<file path="src/common/fcm_consts.svh">
// Register offsets, field positions, reset values and timing counts of the clock monitor
// Assumes a 32-bit APB register bus with byte addresses
`ifndef FCM_CONSTS_SVH
`define FCM_CONSTS_SVH

`define FCM_OFF_CTRL       8'h00
`define FCM_OFF_STATUS     8'h04
`define FCM_OFF_MASK       8'h08
`define FCM_OFF_STATE      8'h0c

`define FCM_CTRL_MODE_LSB  0
`define FCM_CTRL_SEL_LSB   4
`define FCM_STAT_FAIL      0
`define FCM_STAT_READY     1
`define FCM_STAT_W         2

`define FCM_CTRL_RESET     32'h0000_0000
`define FCM_MASK_RESET     2'h0

`define FCM_SAMPLE_EDGES   4

`endif

</file>
<file path="src/common/fcm_pkg.sv">
// Types shared by the clock monitor modules
// Assumes nothing beyond a SystemVerilog compiler
package fcm_pkg;

  typedef enum logic [2:0] {
    MD_EXTERNAL_CLOCK  = 3'h0,
    MD_EXTERNAL_RC     = 3'h1,
    MD_INTERNAL_RC     = 3'h2,
    MD_LOW_POWER_XTAL  = 3'h3,
    MD_STANDARD_XTAL   = 3'h4,
    MD_HIGH_SPEED_XTAL = 3'h5,
    MD_HIGH_SPEED_PLL  = 3'h6,
    MD_UNUSED          = 3'h7
  } fcm_mode_t;

  typedef enum logic [1:0] {
    SRC_PRIMARY   = 2'h0,
    SRC_SECONDARY = 2'h1,
    SRC_INTERNAL  = 2'h2,
    SRC_SPARE     = 2'h3
  } fcm_src_t;

  typedef enum logic [1:0] {
    ST_BOOT  = 2'h0,
    ST_START = 2'h1,
    ST_RUN   = 2'h3,
    ST_FAIL  = 2'h2
  } fcm_state_t;

endpackage

</file>
<file path="src/hw/fcm_sync3.sv">
// Three-stage synchroniser; output follows once stages two and three agree
// Assumes inputs asynchronous to clk
`timescale 1ns/1ps
module fcm_sync3 #(
  parameter int W = 1
) (
  input  wire logic         clk,
  input  wire logic         rst,
  input  wire logic [W-1:0] din,
  output logic      [W-1:0] dout
);
  logic [W-1:0] s1;
  logic [W-1:0] s2;
  logic [W-1:0] s3;
  logic [W-1:0] next_dout;

  always_comb begin
    for (int i = 0; i < W; i++) begin
      next_dout[i] = (s2[i] == s3[i]) ? s3[i] : dout[i];
    end
  end

  always_ff @(posedge clk or posedge rst) begin
    if (rst) begin
      s1   <= '0;
      s2   <= '0;
      s3   <= '0;
      dout <= '0;
    end else begin
      s1   <= din;
      s2   <= s1;
      s3   <= s2;
      dout <= next_dout;
    end
  end
endmodule // fcm_sync3

</file>
<file path="src/hw/fcm_activity_det.sv">
// Flags a failure when the watched clock shows no edge in one sample window
// Assumes both clock inputs already synchronised to clk
`timescale 1ns/1ps
module fcm_activity_det #(
  parameter int SAMPLE_EDGES = 4
) (
  input  wire logic clk,
  input  wire logic rst,
  input  wire logic enable,
  input  wire logic mon_clk,
  input  wire logic ref_clk,
  output logic      fail
);
  localparam int CW = $clog2(SAMPLE_EDGES + 1);

  logic          mon_q;
  logic          ref_q;
  logic          seen;
  logic [CW-1:0] cnt;
  logic          next_seen;
  logic [CW-1:0] next_cnt;
  logic          next_fail;
  logic          tick;

  always_comb begin
    tick      = ref_clk & ~ref_q & (cnt == CW'(SAMPLE_EDGES - 1));
    next_cnt  = cnt;
    next_seen = seen;
    next_fail = 1'b0;
    if (!enable) begin
      next_cnt  = '0;
      next_seen = 1'b1;
    end else begin
      if (ref_clk && !ref_q) begin
        next_cnt = tick ? '0 : cnt + CW'(1);
      end
      if (tick) begin
        next_fail = ~seen & ~(mon_clk ^ mon_q);
        next_seen = 1'b0;
      end
      if (mon_clk ^ mon_q) begin
        next_seen = 1'b1;
      end
    end
  end

  always_ff @(posedge clk or posedge rst) begin
    if (rst) begin
      mon_q <= 1'b0;
      ref_q <= 1'b0;
      seen  <= 1'b1;
      cnt   <= '0;
      fail  <= 1'b0;
    end else begin
      mon_q <= mon_clk;
      ref_q <= ref_clk;
      seen  <= next_seen;
      cnt   <= next_cnt;
      fail  <= next_fail;
    end
  end
endmodule // fcm_activity_det

</file>
<file path="src/hw/fcm_top.sv">
// Fail-safe clock monitor: clock source selection, failure watch, APB registers
// Assumes MCLK at 25 MHz; oscillator and RC clock pins are asynchronous
//
// What this block does
// - On power-managed entry switch to the source the select field designates
// - Keep watching the power-managed source for failure
// - On failure with failure interrupt enabled, resume execution on internal oscillator
// - After failure stay on internal oscillator; never switch back by itself
// - With failure interrupt disabled, an interrupt in Idle resumes on internal oscillator
// - Failure can be detected after reset or wake once start-up is over; not during the start-up hold-off
// - External clock, external RC, internal RC modes: monitor at once
// - Crystal modes: run internal until start-up and PLL timers expire
// - Once primary is stable, the RC clock again paces the monitor
// - A primary that never starts raises no failure flag
// - Power-managed entry with a non-primary source selected while waiting for start-up disables the primary
//
// Local design decisions: the placing of the registers and register access over APB.
`timescale 1ns/1ps
`include "fcm_consts.svh"
module fcm_top
  import fcm_pkg::*;
#(
  parameter int SAMPLE_EDGES = `FCM_SAMPLE_EDGES
) (
  input  wire logic        MCLK,
  input  wire logic        SYS_RST,
  input  wire logic        PSEL,
  input  wire logic        PENABLE,
  input  wire logic        PWRITE,
  input  wire logic [7:0]  PADDR,
  input  wire logic [31:0] PWDATA,
  output logic      [31:0] PRDATA,
  output logic             PREADY,
  output logic             PSLVERR,
  input  wire logic        PRI_OSC_IN,
  input  wire logic        SEC_OSC_IN,
  input  wire logic        INTERNAL_RC_CLOCK,
  input  wire logic        OST_DONE,
  input  wire logic        PLL_DONE,
  input  wire logic        SLEEP_WAKE,
  input  wire logic        PM_ACTIVE,
  input  wire logic        IDLE_MODE,
  input  wire logic        OTHER_IRQ,
  output logic      [1:0]  CLK_SRC,
  output logic             PRI_OSC_EN,
  output logic             EXEC_RESUME,
  output logic             STARTUP_DONE,
  output logic             IRQ
);
  localparam int SW = `FCM_STAT_W;

  // Crystal and resonator modes need the start-up hold-off
  function automatic logic is_crystal(input logic [2:0] m);
    return (m == MD_LOW_POWER_XTAL) || (m == MD_STANDARD_XTAL) ||
           (m == MD_HIGH_SPEED_XTAL) || (m == MD_HIGH_SPEED_PLL);
  endfunction

  // Register state
  logic [2:0]    mode;
  logic [1:0]    sel;
  logic [SW-1:0] status;
  logic [SW-1:0] mask;
  logic [2:0]    next_mode;
  logic [1:0]    next_sel;
  logic [SW-1:0] next_status;
  logic [SW-1:0] next_mask;
  logic [31:0]   next_prdata;
  logic          next_pready;
  logic          next_pslverr;
  logic          next_irq;

  // Monitor state
  fcm_state_t    state;
  fcm_state_t    next_state;
  logic [1:0]    next_src;
  logic          next_pri_en;
  logic          next_resume;
  logic          next_done;
  logic          wait_irq;
  logic          next_wait_irq;
  logic          pm_q;
  logic          pm_enter;
  logic          set_fail;
  logic          set_ready;

  // Synchronised pins, detector and APB decode
  logic [2:0]    pins;
  logic          fail_pulse;
  logic          mon_en;
  logic          mon_clk;
  logic          apb_access;
  logic          apb_wr;
  logic          apb_rd;
  logic          addr_ok;

  fcm_sync3 #(
    .W(3)
  ) u_sync (
    .clk  (MCLK),
    .rst  (SYS_RST),
    .din  ({INTERNAL_RC_CLOCK, SEC_OSC_IN, PRI_OSC_IN}),
    .dout (pins)
  );

  // Watched pin is the secondary pin when running from secondary, otherwise the primary pin
  assign mon_clk = (CLK_SRC == SRC_SECONDARY) ? pins[1] : pins[0];
  // Watch only a running non-internal source; no watch during start-up
  assign mon_en  = (state == ST_RUN) && (CLK_SRC != SRC_INTERNAL);

  fcm_activity_det #(
    .SAMPLE_EDGES(SAMPLE_EDGES)
  ) u_det (
    .clk     (MCLK),
    .rst     (SYS_RST),
    .enable  (mon_en),
    .mon_clk (mon_clk),
    .ref_clk (pins[2]),
    .fail    (fail_pulse)
  );

  // Entry is the rising edge, so a held request switches only once
  assign pm_enter = PM_ACTIVE & ~pm_q;

  // Monitor state machine
  always_comb begin
    next_state    = state;
    next_src      = CLK_SRC;
    next_pri_en   = PRI_OSC_EN;
    next_resume   = 1'b0;
    next_done     = STARTUP_DONE;
    next_wait_irq = wait_irq;
    set_fail      = 1'b0;
    set_ready     = 1'b0;
    unique case (state)
      ST_BOOT: begin
        // Reset mode is external clock; a crystal start needs a wake
        next_pri_en = 1'b1;
        if (is_crystal(mode)) begin
          next_state = ST_START;
          next_src   = SRC_INTERNAL;
          next_done  = 1'b0;
        end else begin
          next_state = ST_RUN;
          next_src   = SRC_PRIMARY;
          next_done  = 1'b1;
        end
      end
      ST_START: begin
        // Hold-off: internal clock until both timers report
        // A new power-managed source abandons the start-up
        if (pm_enter && sel != SRC_PRIMARY) begin
          next_state  = ST_RUN;
          next_src    = sel;
          next_pri_en = 1'b0;
        end else if (OST_DONE && PLL_DONE) begin
          next_state = ST_RUN;
          next_src   = SRC_PRIMARY;
          next_done  = 1'b1;
          // Start-up completion event for software
          set_ready  = 1'b1;
        end
      end
      ST_RUN: begin
        // A detector pulse outranks wake and power-managed entry
        if (fail_pulse) begin
          next_state = ST_FAIL;
          next_src   = SRC_INTERNAL;
          set_fail   = 1'b1;
          // Mask bit 0 doubles as the failure-interrupt enable
          if (mask[`FCM_STAT_FAIL]) begin
            next_resume = 1'b1;
          end else begin
            next_wait_irq = 1'b1;
          end
        end else if (SLEEP_WAKE && is_crystal(mode)) begin
          next_state  = ST_START;
          next_src    = SRC_INTERNAL;
          next_pri_en = 1'b1;
          next_done   = 1'b0;
        end else if (SLEEP_WAKE) begin
          next_src    = SRC_PRIMARY;
          next_pri_en = 1'b1;
          next_done   = 1'b1;
        end else if (pm_enter) begin
          next_src = sel;
          if (sel == SRC_PRIMARY) begin
            next_pri_en = 1'b1;
          end
        end
      end
      ST_FAIL: begin
        // Locked to the internal oscillator until reset
        next_src = SRC_INTERNAL;
        if (wait_irq && IDLE_MODE && OTHER_IRQ) begin
          next_resume   = 1'b1;
          next_wait_irq = 1'b0;
        end
      end
    endcase
  end

  always_ff @(posedge MCLK or posedge SYS_RST) begin
    if (SYS_RST) begin
      state        <= ST_BOOT;
      CLK_SRC      <= SRC_INTERNAL;
      PRI_OSC_EN   <= 1'b0;
      EXEC_RESUME  <= 1'b0;
      STARTUP_DONE <= 1'b0;
      wait_irq     <= 1'b0;
      pm_q         <= 1'b0;
    end else begin
      state        <= next_state;
      CLK_SRC      <= next_src;
      PRI_OSC_EN   <= next_pri_en;
      EXEC_RESUME  <= next_resume;
      STARTUP_DONE <= next_done;
      wait_irq     <= next_wait_irq;
      pm_q         <= PM_ACTIVE;
    end
  end

  // APB slave: one wait state, answer registered
  assign apb_access = PSEL & PENABLE & ~PREADY;
  assign apb_wr     = PSEL & PENABLE & PREADY & PWRITE;
  assign apb_rd     = apb_access & ~PWRITE;
  assign addr_ok    = (PADDR == `FCM_OFF_CTRL) || (PADDR == `FCM_OFF_STATUS) ||
                      (PADDR == `FCM_OFF_MASK) || (PADDR == `FCM_OFF_STATE);

  always_comb begin
    next_mode    = mode;
    next_sel     = sel;
    next_mask    = mask;
    next_status  = status;
    next_pready  = apb_access;
    next_pslverr = apb_access & ~addr_ok;
    next_prdata  = PRDATA;
    if (apb_wr && PADDR == `FCM_OFF_CTRL) begin
      next_mode = PWDATA[`FCM_CTRL_MODE_LSB +: 3];
      next_sel  = PWDATA[`FCM_CTRL_SEL_LSB +: 2];
    end
    if (apb_wr && PADDR == `FCM_OFF_MASK) begin
      next_mask = PWDATA[SW-1:0];
    end
    if (apb_wr && PADDR == `FCM_OFF_STATUS) begin
      next_status = status & ~PWDATA[SW-1:0];
    end
    // Hardware set wins over a clear in the same cycle
    if (set_fail) begin
      next_status[`FCM_STAT_FAIL] = 1'b1;
    end
    if (set_ready) begin
      next_status[`FCM_STAT_READY] = 1'b1;
    end
    // Read-back is registered so that it stands with PREADY
    if (apb_rd) begin
      next_prdata = 32'h0000_0000;
      unique case (PADDR)
        `FCM_OFF_CTRL: begin
          next_prdata[`FCM_CTRL_MODE_LSB +: 3] = mode;
          next_prdata[`FCM_CTRL_SEL_LSB +: 2]  = sel;
        end
        `FCM_OFF_STATUS: begin
          next_prdata[SW-1:0] = status;
        end
        `FCM_OFF_MASK: begin
          next_prdata[SW-1:0] = mask;
        end
        `FCM_OFF_STATE: begin
          // Start-up status and monitor state for software polling
          next_prdata[0]   = STARTUP_DONE;
          next_prdata[2:1] = state;
          next_prdata[5:4] = CLK_SRC;
          next_prdata[6]   = PRI_OSC_EN;
        end
        default: begin
          next_prdata = 32'h0000_0000;
        end
      endcase
    end
    // Taken from the next status so the line rises with the flag
    next_irq = |(next_status & next_mask);
  end

  always_ff @(posedge MCLK or posedge SYS_RST) begin
    if (SYS_RST) begin
      mode    <= 3'(`FCM_CTRL_RESET);
      sel     <= 2'h0;
      status  <= '0;
      mask    <= `FCM_MASK_RESET;
      PRDATA  <= 32'h0000_0000;
      PREADY  <= 1'b0;
      PSLVERR <= 1'b0;
      IRQ     <= 1'b0;
    end else begin
      mode    <= next_mode;
      sel     <= next_sel;
      status  <= next_status;
      mask    <= next_mask;
      PRDATA  <= next_prdata;
      PREADY  <= next_pready;
      PSLVERR <= next_pslverr;
      IRQ     <= next_irq;
    end
  end
endmodule // fcm_top

</file>
<file path="config.mk">
export PLATFORM = sky130hd
export DESIGN_NAME = fcm_top
export DESIGN_NICKNAME = d
export VERILOG_FILES = /design/src/common/fcm_pkg.sv /design/src/hw/fcm_sync3.sv /design/src/hw/fcm_activity_det.sv /design/src/hw/fcm_top.sv
export VERILOG_INCLUDE_DIRS = /design/src /design/src/common
export SDC_FILE = /design/constraint.sdc
export NUM_CORES = 1
export LEC_CHECK = 0
export ABC_AREA = 1
export BUFFER_PORTS_ARGS = -buffer_cell sky130_fd_sc_hd__buf_2
export CORE_ASPECT_RATIO = 1.1
export CORE_MARGIN = 2
export CORE_UTILIZATION = 50
export DETAILED_ROUTE_END_ITERATION = 12
export PLACE_DENSITY = 0.93
export SLEW_MARGIN = 20
export SYNTH_ARGS = -nofsm -noshare
export SYNTH_HDL_FRONTEND = slang
export SYNTH_HIERARCHICAL = 1
export SYNTH_SLANG_ARGS = --single-unit
export TNS_END_PERCENT = 5
</file>
<file path="constraint.sdc">
create_clock -name MCLK -period 2.8 [get_ports MCLK]
set_input_delay 0.56 -clock MCLK [delete_from_list [all_inputs] [get_ports MCLK]]
set_output_delay 0.56 -clock MCLK [all_outputs]
set_load 0.05 [all_outputs]
</file>
# Yosys cells after proc, flatten, opt, wreduce, memory -nomap -nowiden

Cells that the tools add are included.

Mux-type cells: 58
$mul: 0
Bitwise logic cells: 21
Reductions and logical operators: 29
Divide/modulo/power cells: 0
Equality and inequality tests: 31
Magnitude comparators: 0
Add/subtract/negate cells: 1
Shift operators: 0

Operators with widths:

| kind                                                   | count |
|---|---|
| 2-to-1 mux 1 bit                                       | 32 |
| 2-to-1 mux 2 bit                                       | 14 |
| == test 8 x 4 -> 1 bit (second input constant)         | 2 |
| inequality test 2 bit (second input constant)          | 8 |
| one-hot mux 2 bit (4 select lines)                     | 2 |
| AND 1 bit                                              | 10 |
| logical AND 1 bit                                      | 10 |
| AND reduction 5 bit                                    | 2 |
| == test 3 bit (second input constant)                  | 3 |
| 2-to-1 mux 3 bit                                       | 3 |
| == test 8 x 3 -> 1 bit (second input constant)         | 1 |
| zero test 8 bit                                        | 1 |
| inverter 1 bit                                         | 7 |
| == test 3 x 2 -> 1 bit (second input constant)         | 2 |
| logical OR 1 bit                                       | 6 |
| inequality test 3 bit (second input constant)          | 2 |
| one-hot mux 1 bit (2 select lines)                     | 3 |
| one-hot mux 1 bit (3 select lines)                     | 2 |
| one-hot mux 2 bit (3 select lines)                     | 1 |
| inequality test 5 x 3 -> 1 bit (second input constant) | 1 |
| AND 2 bit                                              | 2 |
| == test 2 x 1 -> 1 bit (second input constant)         | 2 |
| == test 2 bit (second input constant)                  | 2 |
| zero test 2 bit                                        | 2 |
| 17 further kinds                                       | 20 |

Logic and storage cells: 166
Output and inout port bits: 40
Memories: 0
Latch bits: 0
Bits in registers: 46
Memory bits (read-only): 0
RAM bits: 0
Bits of input ports: 54

# Longest topological paths before layout

Gate-level depths: netlist of the first run.

Word-level depth: 8
Depth in mapped cells: 9

# Hierarchy

The synthesis of the first run kept the hierarchy.

By module, submodules not included:

| module           | cells an instance | sequential area each (µm²) | times used | area an instance (µm²) |
|---|---|---|---|---|
| fcm_top          | 228               | 676.9                      | 1          | 1669.1 |
| fcm_sync3        | 25                | 300.3                      | 1          | 352.8 |
| fcm_activity_det | 36                | 176.4                      | 1          | 320.3 |

# Worst setup path after synthesis of the first run

Ideal clock, no wire load.

Path type: reg2reg
Start: register CLK_SRC[0]
End: register u_det.seen
Stages on the path, launching flop included: 7
Path buffers: 0
Setup slack: 1.218 ns
Arrival: 1.502 ns
Setup time: 0.080 ns
Cells stage by stage: dfrtp_1 > inv_1 > nor2_1 > mux2_2 > nand2_1 > nand3_1 > nand2b_1

Longest elaborated chain between the ends: 5
Elaborated cells on any way between the ends: 8
Classes of those cells: eq/ne (3); mux (3); bitwise (1); reduce/logical (1)

Ends and longest elaborated chain:

| item                       | line                   | RTL |
|---|---|---|
| from (decl)                | fcm_top.sv:44          | `output logic [1:0] CLK_SRC,` |
| from (signal assigned)     | fcm_top.sv:213         | `CLK_SRC <= next_src;` |
| == test 2 x 1 -> 1 bit (*) | fcm_top.sv:106         | `assign mon_clk = (CLK_SRC == SRC_SECONDARY) ? pins[1] : pins[0];` |
| 2-to-1 mux 1 bit (*)       | fcm_top.sv:106         |  |
| via mon_clk                | fcm_top.sv:90          | `logic mon_clk;` |
| XOR 1 bit (*)              | fcm_activity_det.sv:41 | `if (mon_clk ^ mon_q) begin` |
| 2-to-1 mux 1 bit           | fcm_activity_det.sv:41 |  |
| 2-to-1 mux 1 bit           | fcm_activity_det.sv:30 | `if (!enable) begin` |
| to (signal assigned)       | fcm_activity_det.sv:57 | `seen <= next_seen;` |
| to (decl)                  | fcm_activity_det.sv:18 | `logic seen;` |

The timed path passes the listed nets; every way through them passes the cells marked *.
A chain may end at the register's enable or synchronous reset.

# Worst setup path after layout of the first run

Start: register CLK_SRC[1]
End: output CLK_SRC[1]

No word-level cell between the ends.

==> results of run 1 <==
synth_stat cells:
cell,instances
o21ai_1,3
nor2_4,6
nor3_2,2
dfstp_2,2
buf_4,26
o21ai_0,4
nand4_1,2
a21oi_2,1
mux2_2,1
a21oi_1,17
nand3b_1,1
a31oi_1,1
ha_1,1
conb_1,1
nand2b_1,1
inv_1,37
nor3_1,3
nor2_2,3
nand2_1,69
inv_2,3
dfrtp_1,44
nor2_1,32
nand3_1,23
a21o_1,1
nand2_2,5
cells by family after synthesis:
| group | Yosys count |
|---|---|
| multiplexers | 1 |
| adder cells (fa/ha/maj) | 1 |
| other | 1 |
| buffers and inverters | 66 |
| AND/OR/NAND/NOR | 147 |
| flip-flops | 46 |
| AO/OA/AOI/OAI | 27 |
layout by cell type, fill, tap and decap left out:
master      n
conb_1     26
clkbuf_8    5
nor2_2      3
nand2b_1    1
nand3_1    23
nand2_2     5
a21o_1      1
clkinv_4    1
o21ai_0     4
ha_1        1
a21oi_2     1
nand2_1    69
nor2_1     32
buf_4       1
o21ai_1     3
buf_2      40
dfstp_2     2
a21oi_1    17
dfrtp_1    44
inv_1      37
nor2_4      6
bufinv_16   2
inv_2       3
nor3_2      2
nor3_1      3
mux2_2      1
nand4_1     2
a31oi_1     1
nand3b_1    1
cell type report:
class | count | area, um2
Clock inverter | 3 | 68.82
Tap cell | 56 | 70.07
Timing Repair Buffer | 41 | 207.7
Clock buffer | 5 | 68.82
Fill cell | 393 | 1931
Inverter | 40 | 150.1
Sequential cell | 46 | 1154
Multi-Input combinational cell | 202 | 937.1
metal layers:
layer	GRT usage (%)	up-vias	part of all wire, %
li1	-	940	-
met1	18.57	886	41
met2	33.87	62	52
met3	5.159	6	5.5
met4	7.190	0	0.97
met5	0	-	0
final timing paths:
path | start | to | slack [ns] | cells past startpoint
setup / recovery | CLK_SRC[1]$_DFFE_PP1P_ | CLK_SRC[1] | 1.09 | 1
hold / removal | SYS_RST | u_det/cnt[2]$_DFFE_PP0P_ | 0.19 | 2
setup reg to reg | CLK_SRC[0]$_DFFE_PP0P_ | u_det/seen$_DFFE_PP1P_ | 1.41 | 6
hold reg to reg | u_sync/s1[2]$_DFF_PP0_ | u_sync/s2[2]$_DFF_PP0_ | 0.36 | 0
max in group asynchronous | SYS_RST | CLK_SRC[1]$_DFFE_PP1P_ | 2.17 | 3
min in group MCLK | u_sync/s1[2]$_DFF_PP0_ | u_sync/s2[2]$_DFF_PP0_ | 0.36 | 0
flip-flops by register name (all words and copies together), names as in the netlist:
register / flops
wait_irq: 1
CLK_SRC: 2
u_sync/s1: 3
u_det/ref_q: 1
PRDATA: 6
EXEC_RESUME: 1
u_det/fail: 1
sel: 2
status: 2
IRQ: 1
u_det/cnt: 3
u_det/mon_q: 1
pm_q: 1
u_sync/s2: 3
u_det/seen: 1
mode: 3
state: 2
mask: 2
PSLVERR: 1
PREADY: 1
u_sync/dout: 3
PRI_OSC_EN: 1
STARTUP_DONE: 1
u_sync/s3: 3
through the flow:
stage               hold slack [ns]  worst slack, ns  std cells
global placement             0.3326            1.225        385
detailed placement           0.3379            1.177        385
finish                       0.1917            1.088        393
floorplan                    0.3312            1.218        314
global route                 0.1996            1.044        393
CTS                          0.1917            1.070        393
power by group:
part           total (mW)  leakage, nW  internal [mW]  switching, mW
clock               0.574       0.0683          0.357          0.216
combinational       0.207        0.808         0.0392          0.168
sequential          0.705        0.564          0.690         0.0148
==> results.yml, run 1 <==
placed_design:
  placement.cell_area_um2: 2519
  numPortBuffers: 40
  dp_hpwl_um: 3374
  gpl.final_weighted_congestion: 0.8514
sta:
  fin_setup_tns_ns: 0
  finalWorstPathRequiredPeriod_ns: 1.712
  timing.final.crit_share_pct: 61.14
  finClkSkew_ns: 0.008854
  max_freq_mhz: 584.2
  maxSlewViolCount: 0
  finalSetupViolations: 0
  finalHoldViolCount: 0
  rsz0062_at_grt: "false"
setup_path:
  crit_slowest_cell: "dfstp_2"
  setup_cp_type: "flip-flop to primary output"
  setup.worst_path.end_class: "primary output"
  critical_path.max_stage_delay_ns: 0.58
  cp_cell_sequence: "buf_2"
  critical_path.n_buffers_inverters: 1
  start_kind: "flip-flop"
  worst_ep_arrival_time_ns: 1.15
  worst-path-max-fanout: 5
  timing.critical_path.max_delay_family: "flip-flops"
  required_ns: 2.24
clock_tree:
  clock_tree.root_cell: "clkbuf_8"
  cts_tree: "built"
  clk-insertion-delay-late_ns: 0.29
  cts_repair_resizes: 0
  cts.sink_count: 46
  cts_inserted_buffers: 5
  holdBufCountCts: 0
  clock_slew_at_reported_path_ffs_ns: 0.09
  cts.htree.levels: 2
  clockBufferDepth: 2
  cts_setup_buffers: 0
global_routing:
  maximum_number_of_pins_on_one_net_before_global_route_repair: 28
  antenna_found_initial: 0
  globalRouteTotalUtil_pct: 17.68
  grt_first_pass_wirelength_um: 7376
  overflow: 0
  grt_pass1_vias: 1841
yosys:
  syn-cell-area_um2: 2342
  combinational_family_with_the_most_area_after_synthesis: "simple AND/OR/NAND/NOR gates"
  ys_ff_latch: 46
  synth-xor-area-share_pct: 0
  post_synth_main_area_contributors: "dfrtp_1 (47%), nand2_1 (11%), buf_4 (8.3%)"
  synth_fa_ha_area_share_pct: 0.5342
  syn_avg_cell_area_um2: 8.105
  simple_gate_share_of_the_synthesized_area_pct: 28.74
  synthDistinctLibCells: 25
  yosys_warnings: 6
  share_of_cell_area_taken_by_muxes_after_synthesis_pct: 0.4808
  netlist.top_cell.by_area: "dfrtp_1"
  yosysTopAreaCellShare_pct: 47.01
  synth-compound-area-share_pct: 6.090
  syn-instance-count: 289
  synth_seq_area_share_pct: 49.25
drt:
  routed_wire_length_um: 4314
  wl_cell_um: 10.98
  first_pass_iteration_count_of_the_detailed_router: 4
  drc: 0
  postRouteAntennaNets: 0
  viasPerCell: 4.819
  vias: 1894
  detail_route.iter0.violations: 97
power:
  p_per_area_nw_per_um2: 559.2
  power.static_leakage_nw: 1.441
  report.power.total_mw: 1.485
  worst_case_vdd_ir_drop_v: 0.0003314
die:
  rows: 26
  core_region_area_um2: 4587
  die_width_um: 69.26
  die_area_um2: 5249
  die_height_um: 75.79
  io-pin-count: 94
  floorplan.initialDensity_pct: 51.06
finish:
  finish.utilization_pct: 57.91
  area_growth_from_synthesis_to_layout_pct: 13.41
  finalNetCount: 391
  num_antenna_cells: 0
  finalInstanceArea_um2: 2656
  layout-drive-gt1-share_pct: 21.36
status:
  outcome: "complete, no violations"
hold_path:
  worst_min_delay_path_class: "input pin to async pin"
flow_run:
  max-cap-violations: 0
Note: power is estimated with default switching activity, not from simulation.
==> run 2: changes to the inputs <==
--- a/config.mk
+++ b/config.mk
@@ -10,9 +10,9 @@
 export BUFFER_PORTS_ARGS = -buffer_cell sky130_fd_sc_hd__buf_2
 export CORE_ASPECT_RATIO = 1.1
 export CORE_MARGIN = 2
-export CORE_UTILIZATION = 50
+export CORE_UTILIZATION = 48
 export DETAILED_ROUTE_END_ITERATION = 12
-export PLACE_DENSITY = 0.93
+export PLACE_DENSITY = 0.9
 export SLEW_MARGIN = 20
 export SYNTH_ARGS = -nofsm -noshare
 export SYNTH_HDL_FRONTEND = slang
==> constraint.sdc (replaced) <==
create_clock -name MCLK -period 1.7 [get_ports MCLK]
set_input_delay 0.34 -clock MCLK [delete_from_list [all_inputs] [get_ports MCLK]]
set_output_delay 0.34 -clock MCLK [all_outputs]
set_load 0.05 [all_outputs]
==> run 2 against run 1 <==
First-iteration DRC count increased by 23%. Power rose by 56%. Wire length shrank 1.7%. Critical endpoint unchanged. Largest cell class unchanged. Largest power group unchanged.
==> results.yml, run 2 (synthesis gave the netlist of run 1 again) <==
sta:
  max_freq_mhz: 663.2
  fin_setup_tns_ns: 0
  rsz0062_at_grt: "false"
  timing.final.crit_share_pct: 88.70
  maxSlewViolCount: 0
  finalHoldViolCount: 0
  finClkSkew_ns: 0.006938
  finalSetupViolations: 0
  finalWorstPathRequiredPeriod_ns: 1.508
finish:
  area_growth_from_synthesis_to_layout_pct: 12.82
  num_antenna_cells: 0
  largest_register: "PRDATA"
  largest_reg_flops: 6
  finalNetCount: 392
  mostFrequentLayoutCell: "nand2_1"
  layout-drive-gt1-share_pct: 21.30
  final_cell_mix: "nand2_1 (69), dfrtp_1 (44), buf_2 (40), inv_1 (37), nor2_1 (32)"
die:
  die_area_um2: 5455
  die_height_um: 77.27
  io-pin-count: 94
  core_region_area_um2: 4684
  floorplan.initialDensity_pct: 50.00
  rows: 26
  die_width_um: 70.61
clock_tree:
  clockBufferDepth: 2
  cts.sink_count: 46
  clock_slew_at_reported_path_ffs_ns: 0.09
  holdBufCountCts: 1
  cts_setup_buffers: 0
  cts.htree.levels: 2
  clk-insertion-delay-late_ns: 0.30
  cts_tree: "built"
  clock_tree.root_cell: "clkbuf_8"
  cts_repair_resizes: 0
  cts_inserted_buffers: 5
power:
  switching_share_pct: 29.09
  worst_case_vdd_ir_drop_v: 0.0006341
  power_switching_uw: 672.3
  p_comb_share_pct: 14.9
  internal_power_mw: 1.639
  power.sequential.fraction_pct: 50.2
  report.power.total_mw: 2.311
  power.static_leakage_nw: 1.427
  p_per_area_nw_per_um2: 874.6
  p_clk_share_pct: 35.0
global_routing:
  overflow: 0
  grt_first_pass_wirelength_um: 7327
  antenna_found_initial: 0
  globalRouteTotalUtil_pct: 16.99
  grt_pass1_vias: 1812
  maximum_number_of_pins_on_one_net_before_global_route_repair: 28
placed_design:
  gpl.final_weighted_congestion: 0.8358
  dp_hpwl_um: 3318
  numPortBuffers: 40
flow_run:
  max-cap-violations: 0
setup_path:
  start_kind: "flip-flop"
  required_ns: 1.36
  critical_path.n_buffers_inverters: 1
  crit_slowest_cell: "dfstp_2"
  setup_cp_type: "flip-flop to primary output"
  timing.critical_path.max_delay_family: "flip-flops"
  critical_path.max_stage_delay_ns: 0.59
  cp_cell_sequence: "buf_2"
  setup.worst_path.end_class: "primary output"
  worst_ep_arrival_time_ns: 1.17
  worst-path-max-fanout: 5
drt:
  detail_route.iter0.violations: 119
  viasPerCell: 4.713
  first_pass_iteration_count_of_the_detailed_router: 4
  wl_cell_um: 10.77
  vias: 1857
  postRouteAntennaNets: 0
  drc: 0
  routed_wire_length_um: 4242
hold_path:
  worst_min_delay_path_class: "input pin to flip-flop"
status:
  outcome: "complete, no violations"
run 2: final timing paths:
path / startpoint / end / slack, ns / cells past startpoint
setup / recovery: CLK_SRC[1]$_DFFE_PP1P_ / CLK_SRC[1] / 0.19 / 1
hold / removal: SEC_OSC_IN / u_sync/s1[1]$_DFF_PP0_ / 0.13 / 1
setup reg to reg: CLK_SRC[0]$_DFFE_PP0P_ / u_det/seen$_DFFE_PP1P_ / 0.33 / 6
hold reg to reg: u_sync/s1[0]$_DFF_PP0_ / u_sync/s2[0]$_DFF_PP0_ / 0.36 / 0
max in group asynchronous: SYS_RST / CLK_SRC[1]$_DFFE_PP1P_ / 0.75 / 4
min in group asynchronous: SYS_RST / u_det/mon_q$_DFF_PP0_ / 0.52 / 3
run 2: layout make-up:
cell class | count | area (um2)
Tap cell | 56 | 70.07
Clock buffer | 5 | 68.82
Sequential cell | 46 | 1154
Inverter | 40 | 150.1
Fill cell | 456 | 2042
Multi-Input combinational cell | 202 | 937.1
Clock inverter | 3 | 45.04
Timing Repair Buffer | 42 | 217.7
run 2: metal layers:
| metal | GRT usage (%) | share of wire [%] | up-vias | wire (um) |
|---|---|---|---|---|
| met5 | 0 | 0 | - | 0 |
| met4 | 6.981 | 1.2 | 0 | 49 |
| met3 | 4.993 | 5.8 | 5 | 246 |
| met2 | 30.00 | 52 | 57 | 2185 |
| met1 | 18.97 | 41 | 853 | 1760 |
| li1 | - | - | 942 | - |
run 2: through the flow:
stage | cells | hold WS, ns | util, % | area (um2) | setup slack [ns]
4_1_cts | 394 | 0.1241 | 56.41 | 2643 | 0.1819
5_1_grt | 394 | 0.1133 | 56.41 | 2643 | 0.1444
2_1_floorplan | 314 | 0.1427 | - | 2436 | 0.1183
3_3_place_gp | 385 | 0.2959 | 53.77 | 2519 | 0.3509
3_5_place_dp | 385 | 0.3030 | 53.77 | 2519 | 0.2948
6_report | 394 | 0.1321 | 56.41 | 2643 | 0.1921
run 2: power groups by stage:
stage          Clock, mW  Combinational (mW)  Sequential (mW)
6_report           0.808               0.343             1.16
5_1_grt            0.880               0.370             1.17
4_1_cts            0.828               0.345             1.16
3_5_place_dp           0               0.342             1.18
3_3_place_gp           0               0.336             1.18
2_1_floorplan          0               0.255             1.24
